File: config.mk
export PLATFORM = sky130hd
export DESIGN_NAME = kli_top
export DESIGN_NICKNAME = d
export VERILOG_FILES = /design/src/kli_pkg.sv /design/src/kli_line_detect.sv /design/src/kli_top.sv
export SDC_FILE = /design/constraint.sdc
export NUM_CORES = 1
export LEC_CHECK = 0
export ABC_AREA = 1
export BUFFER_PORTS_ARGS = -buffer_cell sky130_fd_sc_hd__buf_2
export CORE_MARGIN = 1.5
export CORE_UTILIZATION = 46
export CTS_CLUSTER_SIZE = 30
export DETAILED_ROUTE_END_ITERATION = 10
export MAX_ROUTING_LAYER = met4
export PLACE_DENSITY = 0.75
export SLEW_MARGIN = 30
export SYNTH_ARGS = -nofsm -noshare
export SYNTH_HDL_FRONTEND = slang
export SYNTH_SLANG_ARGS = --single-unit
File: constraint.sdc
create_clock -name i_clk -period 1.15 [get_ports i_clk]
set_clock_uncertainty 0.15 [all_clocks]
set_input_delay 0.23 -clock i_clk [delete_from_list [all_inputs] [get_ports i_clk]]
set_output_delay 0.23 -clock i_clk [all_outputs]
set_load 0.01 [all_outputs]
File: src/kli_pkg.sv
// Package for the keypad level interrupt block: SFR offsets, widths, resets.
// Assumes an 8-bit SFR bus with 8-bit addresses, as seen by the CPU core.
package kli_pkg;
    localparam int unsigned KLI_LINES = 8;
    localparam int unsigned KLI_AW    = 8;

    typedef logic [KLI_LINES-1:0] kli_byte_t;
    typedef logic [KLI_AW-1:0]    kli_addr_t;

    localparam kli_addr_t ADDR_LEVEL_SELECT = 8'h9c;
    localparam kli_addr_t ADDR_LINE_ENABLE  = 8'h9d;
    localparam kli_addr_t ADDR_DETECT_FLAGS = 8'h9e;

    localparam kli_byte_t RST_LEVEL_SELECT  = 8'h00;
    localparam kli_byte_t RST_LINE_ENABLE   = 8'h00;
    localparam kli_byte_t RST_DETECT_FLAGS  = 8'h00;
    localparam kli_byte_t RST_RDATA         = 8'h00;
endpackage

File: src/kli_line_detect.sv
// One set of per-line level comparators for the keypad port.
// Assumes port inputs already synchronous to the core clock.
module kli_line_detect
    import kli_pkg::*;
(
    input  wire kli_pkg::kli_byte_t i_port,
    input  wire kli_pkg::kli_byte_t i_level_select,
    output kli_pkg::kli_byte_t      o_match
);
    // Select low: match on 0; select high: match on 1
    assign o_match = ~(i_port ^ i_level_select);
endmodule

File: src/kli_top.sv
// Keypad level interrupt block: three SFRs, eight level detectors, one request.
// Assumes the SFR bus read strobe lasts one cycle per CPU read access.
//
// Summary of operation
// - Each line sets its flag while it shows its selected level.
// - A set flag raises the request only when its enable bit is one.
// - Reading the flag register returns the flags and clears them.
// - Enable zero leaves the pin ordinary I/O; one lets it interrupt.
// - Level select zero detects low level; one detects high level.
// - Flag, enable and level select registers reset to zero.
// - Bit n of each register belongs to port line n, all independent.
// - Line requests merge into one interrupt, gated by a global enable.
// - A detection on an enabled line wakes the core from idle or power-down.
module kli_top
    import kli_pkg::*;
(
    input  wire logic               i_clk,
    input  wire logic               i_rst,
    input  wire kli_pkg::kli_byte_t i_keypad_port,
    input  wire kli_pkg::kli_addr_t i_sfr_addr,
    input  wire logic               i_sfr_wr,
    input  wire kli_pkg::kli_byte_t i_sfr_wdata,
    input  wire logic               i_sfr_rd,
    input  wire logic               i_keypad_global_irq_enable,
    output kli_pkg::kli_byte_t      o_sfr_rdata,
    output logic                    o_keypad_irq_request,
    output logic                    o_wakeup,
    output kli_pkg::kli_byte_t      o_keypad_line_enable
);
    import kli_pkg::*;

    kli_byte_t level_select_r;
    kli_byte_t line_enable_r;
    kli_byte_t detect_flags_r;
    kli_byte_t detect_flags_nxt;
    kli_byte_t rdata_r;
    kli_byte_t rdata_nxt;
    kli_byte_t match;
    logic      flags_read;

    kli_line_detect u_detect (
        .i_port         (i_keypad_port),
        .i_level_select (level_select_r),
        .o_match        (match)
    );

    // One decode used by writes and the read clear; the read mux decodes with its own case
    function automatic logic addr_hit(kli_addr_t addr, kli_addr_t reg_addr);
        return addr == reg_addr;
    endfunction

    assign flags_read = i_sfr_rd && addr_hit(i_sfr_addr, ADDR_DETECT_FLAGS);

    // Config registers
    always_ff @(posedge i_clk)
    begin
        if (i_rst)
        begin
            level_select_r <= RST_LEVEL_SELECT;
            line_enable_r  <= RST_LINE_ENABLE;
        end
        else if (i_sfr_wr)
        begin
            if (addr_hit(i_sfr_addr, ADDR_LEVEL_SELECT))
                level_select_r <= i_sfr_wdata;
            if (addr_hit(i_sfr_addr, ADDR_LINE_ENABLE))
                line_enable_r <= i_sfr_wdata;
        end
    end

    // Flags are read-clear only; writes are ignored
    always_comb
    begin
        detect_flags_nxt = detect_flags_r;
        if (flags_read)
            detect_flags_nxt = '0;
        // Set after clear so a same-cycle detection survives
        detect_flags_nxt = detect_flags_nxt | match;
    end

    always_ff @(posedge i_clk)
    begin
        if (i_rst)
            detect_flags_r <= RST_DETECT_FLAGS;
        else
            detect_flags_r <= detect_flags_nxt;
    end

    // Read data registered; flags returned as they were before the clear
    always_comb
    begin
        case (i_sfr_addr)
            ADDR_LEVEL_SELECT: rdata_nxt = level_select_r;
            ADDR_LINE_ENABLE:  rdata_nxt = line_enable_r;
            ADDR_DETECT_FLAGS: rdata_nxt = detect_flags_r;
            default:           rdata_nxt = RST_RDATA;
        endcase
    end

    always_ff @(posedge i_clk)
    begin
        if (i_rst)
            rdata_r <= RST_RDATA;
        else if (i_sfr_rd)
            rdata_r <= rdata_nxt;
    end

    assign o_sfr_rdata          = rdata_r;
    // Pad logic uses this to keep disabled lines as plain I/O
    assign o_keypad_line_enable = line_enable_r;
    // Masked flags OR together onto the shared vector
    assign o_keypad_irq_request = i_keypad_global_irq_enable &&
        |(detect_flags_r & line_enable_r);
    // Wake is ungated by the global enable so power-down exit still works
    assign o_wakeup = |(detect_flags_r & line_enable_r);
endmodule

==> impl_results.md <==
- Crit path time final: 1.70 ns
- Fin. max-slew vios: 0
- Placed Cells: 310
- Max rail drop VDD: 748 uV
- DP Wirelength: 3060 um
- Hold Crit Class: input port to flop
- Ranking of synthesized cells by area: dfxtp_1, nand2_1, a21oi_1
- Violated checks: setup timing
- YS warnings: 0
- Antenna violations before repair: 0
- Fraction of layout instances using a drive strength above 1: 0.540
- Syn Inst Count: 199
- Synthesized area: 1570 sq um
- Vias per cell: 5.73
- Max-Cap Viols: 0
- Clock H-tree levels: 2
- Yosys cell types: 22
- Rows: 21
- Post-DR wirelength/cell: 17.0 um
- Status: finished with violations
- Multi-input gate area: 923 sq um
- Crit-path cells: a22o_1 > nor2_2 > nand2_1 > buf_2
- Final worst setup slack: -0.547 ns
- Final nets: 315
- Syn nets: 228
- Reg clk slew, reported paths: 0.11 ns
- Layout area overhead: 61.9%
- Buf+Inv Stages, Crit Path: 1
- CTS Root Cell: clkbuf_4
- Top-count cell post-synth: nand2_1
- Leakage Power: 1.14 nW
- Total Wirelength: 5680 um
- #FFs+latches synth: 32
- Top cell type's share of synthesized area: 0.408
- GRT overflow: 0
- Clock Sinks: 32
- Diodes inserted: 0
- DIE WIDTH: 61.5 um
- Endpoints failing hold: 0
- Global-route wire length before repair: 7040 um
- Fillcell total: 213
- Mapped Avg Cell Area: 7.90 sq um
- IO Pins: 47
- # setup viols final: 23
- Gr usage total: 0.262
- Remaining DRCs: 0
- Relative slew margins: 0.797
- Die Ht: 61.5 um
- CP Launch Type: flop
- Critical Path Max Stage Delay: 0.34 ns
- Setup CP Type: flop to primary output
- Num CTS Buffers: 5
- Final GP Congestion: 0.817
- CTS hold repair buffers: 0
- Area leader, netlist: dfxtp_1
- Initial Util: 0.475
- Max Root-Sink Buffers: 2
- Post-synthesis sequential area ratio: 0.408
- Ys async rst share: 0
- Fin Hold WS: 0.0147 ns
- CTS tree: built
- Critical Path Fanout Max: 2
- Register area: 663 sq um
- First-pass iteration count of the detailed router: 7
- RSZ-0062 raised after global routing: yes
- Slowest-stage cell, CP: dfxtp_1
- Tcrit/Tclk final: 1.48
- Input/output buffers: 46
- Clk_lat worst skew: 0.34 ns
- Commonest cells in the netlist: nand2_1, dfxtp_1, a21oi_1, nand3_1, nand4_1
- CP Capture Type: primary output
- CORE AREA: 3310 sq um
- Die area: 3780 sq um
- Vias post-DR: 1909
- Max frequency: 0.589 GHz
- Pwr dens: 905 nW/um^2
- Largest net degree at the start of global routing: 33
- Top Family by Delay on Critical Path: flip-flops
- Worst slew pin tran: 0.303 ns
- Post-synth EDFFs: 0
- CP Data Required Time: 0.77 ns
- Layout Cells excl Fill: 333
- Final Util: 0.769
- Post-route ant nets: 0
- Vias in the first global route: 1604
- Synth Flop Type: dfxtp_1
- Initial DRC Count: 190
- WP data arrival: 1.32 ns
==> metal layers <==
layer,share of wire,GRT usage
met2,0.49,0.403
met1,0.39,0.321
met3,0.070,0.0483
met4,0.055,0.146
met5,0,-
==> repair_timing <==
| action | CTS | global route |
|---|---|---|
| setup endpoints to repair | 18 | 32 |
| resized for setup | 38 | 24 |
| pin swaps | 1 | 13 |
| gates cloned | 0 | 2 |
| setup buffers | 4 | 13 |
==> worst min-delay path, delay by kind of cell <==
family	cells	cell delay, ns
buf+inv	1	0.10
compound gates	1	0.06
simple gates	1	0.08
==> path summary, 6_finish.rpt <==
| path | slack, ns | from | end | cells past startpoint |
|---|---|---|---|---|
| max | -0.55 | detect_flags_r[6] | o_wakeup | 4 |
| min reg2reg | 0.33 | o_sfr_rdata[2] | o_sfr_rdata[2] | 2 |
| min | 0.01 | i_sfr_wdata[6] | level_select_r[6] | 3 |
| max reg2reg | -0.04 | o_keypad_line_enable[1] | o_sfr_rdata[1] | 7 |
==> flip-flops by register name (all words and copies together), names as in the netlist <==
register              cells
detect_flags_r            8
o_keypad_line_enable      8
o_sfr_rdata               8
level_select_r            8
==> layout make-up <==
type / count / area share
Inverter: 5 / 0.00737
Clock buffer: 5 / 0.0147
Multi-Input combinational cell: 150 / 0.363
Tap cell: 46 / 0.0226
Clock inverter: 3 / 0.0167
Sequential cell: 32 / 0.261
Timing Repair Buffer: 92 / 0.315
==> stage by stage <==
step,TNS [ns],setup slack [ns],area (sq um),total power [W]
2_1_floorplan,-0.00940,-0.00940,1600,0.00128
3_3_place_gp,-6.94,-0.267,2090,0.00141
3_5_place_dp,-7.44,-0.289,2090,0.00141
4_1_cts,-2.32,-0.539,2350,0.00226
5_1_grt,-3.48,-0.598,2540,0.00237
6_report,-2.65,-0.547,2540,0.00230
==> power by group <==
part | internal (W) | switching (W) | total [W]
combinational | 0.000131 | 0.000156 | 0.000288
clock | 0.000453 | 0.000414 | 0.000867
sequential | 0.00113 | 0.0000179 | 0.00115
total | 0.00171 | 0.000589 | 0.00230
==> cell families (layout without fill, tap and decap cells) <==
family / Yosys count / in the layout / share of synthesized area
buffers and inverters: 17 / 105 / 0.0589
flip-flops: 32 / 32 / 0.408
AND/OR/NAND/NOR: 106 / 106 / 0.361
AO/OA/AOI/OAI: 36 / 36 / 0.128
XOR/XNOR: 8 / 8 / 0.0446
==> placed cells by master (no fill, tap or decap) <==
master,instances
nand2_1,39
buf_2,30
buf_4,29
a21oi_1,27
buf_6,27
nand3_1,24
dfxtp_2,18
nand4_1,16
dfxtp_1,14
nand3_2,11
nand2_2,10
xor2_1,8
a21oi_2,5
clkbuf_4,5
buf_12,4
inv_2,3
a22o_1,2
nor2_4,2
inv_1,2
nor2_8,2
clkbuf_16,2
a221oi_4,1
nor2_2,1
a21boi_2,1
nand2_4,1
bufinv_16,1
clkinvlp_4,1
clkinv_2,1
No activity file was read; power rests on OpenSTA's default activity.
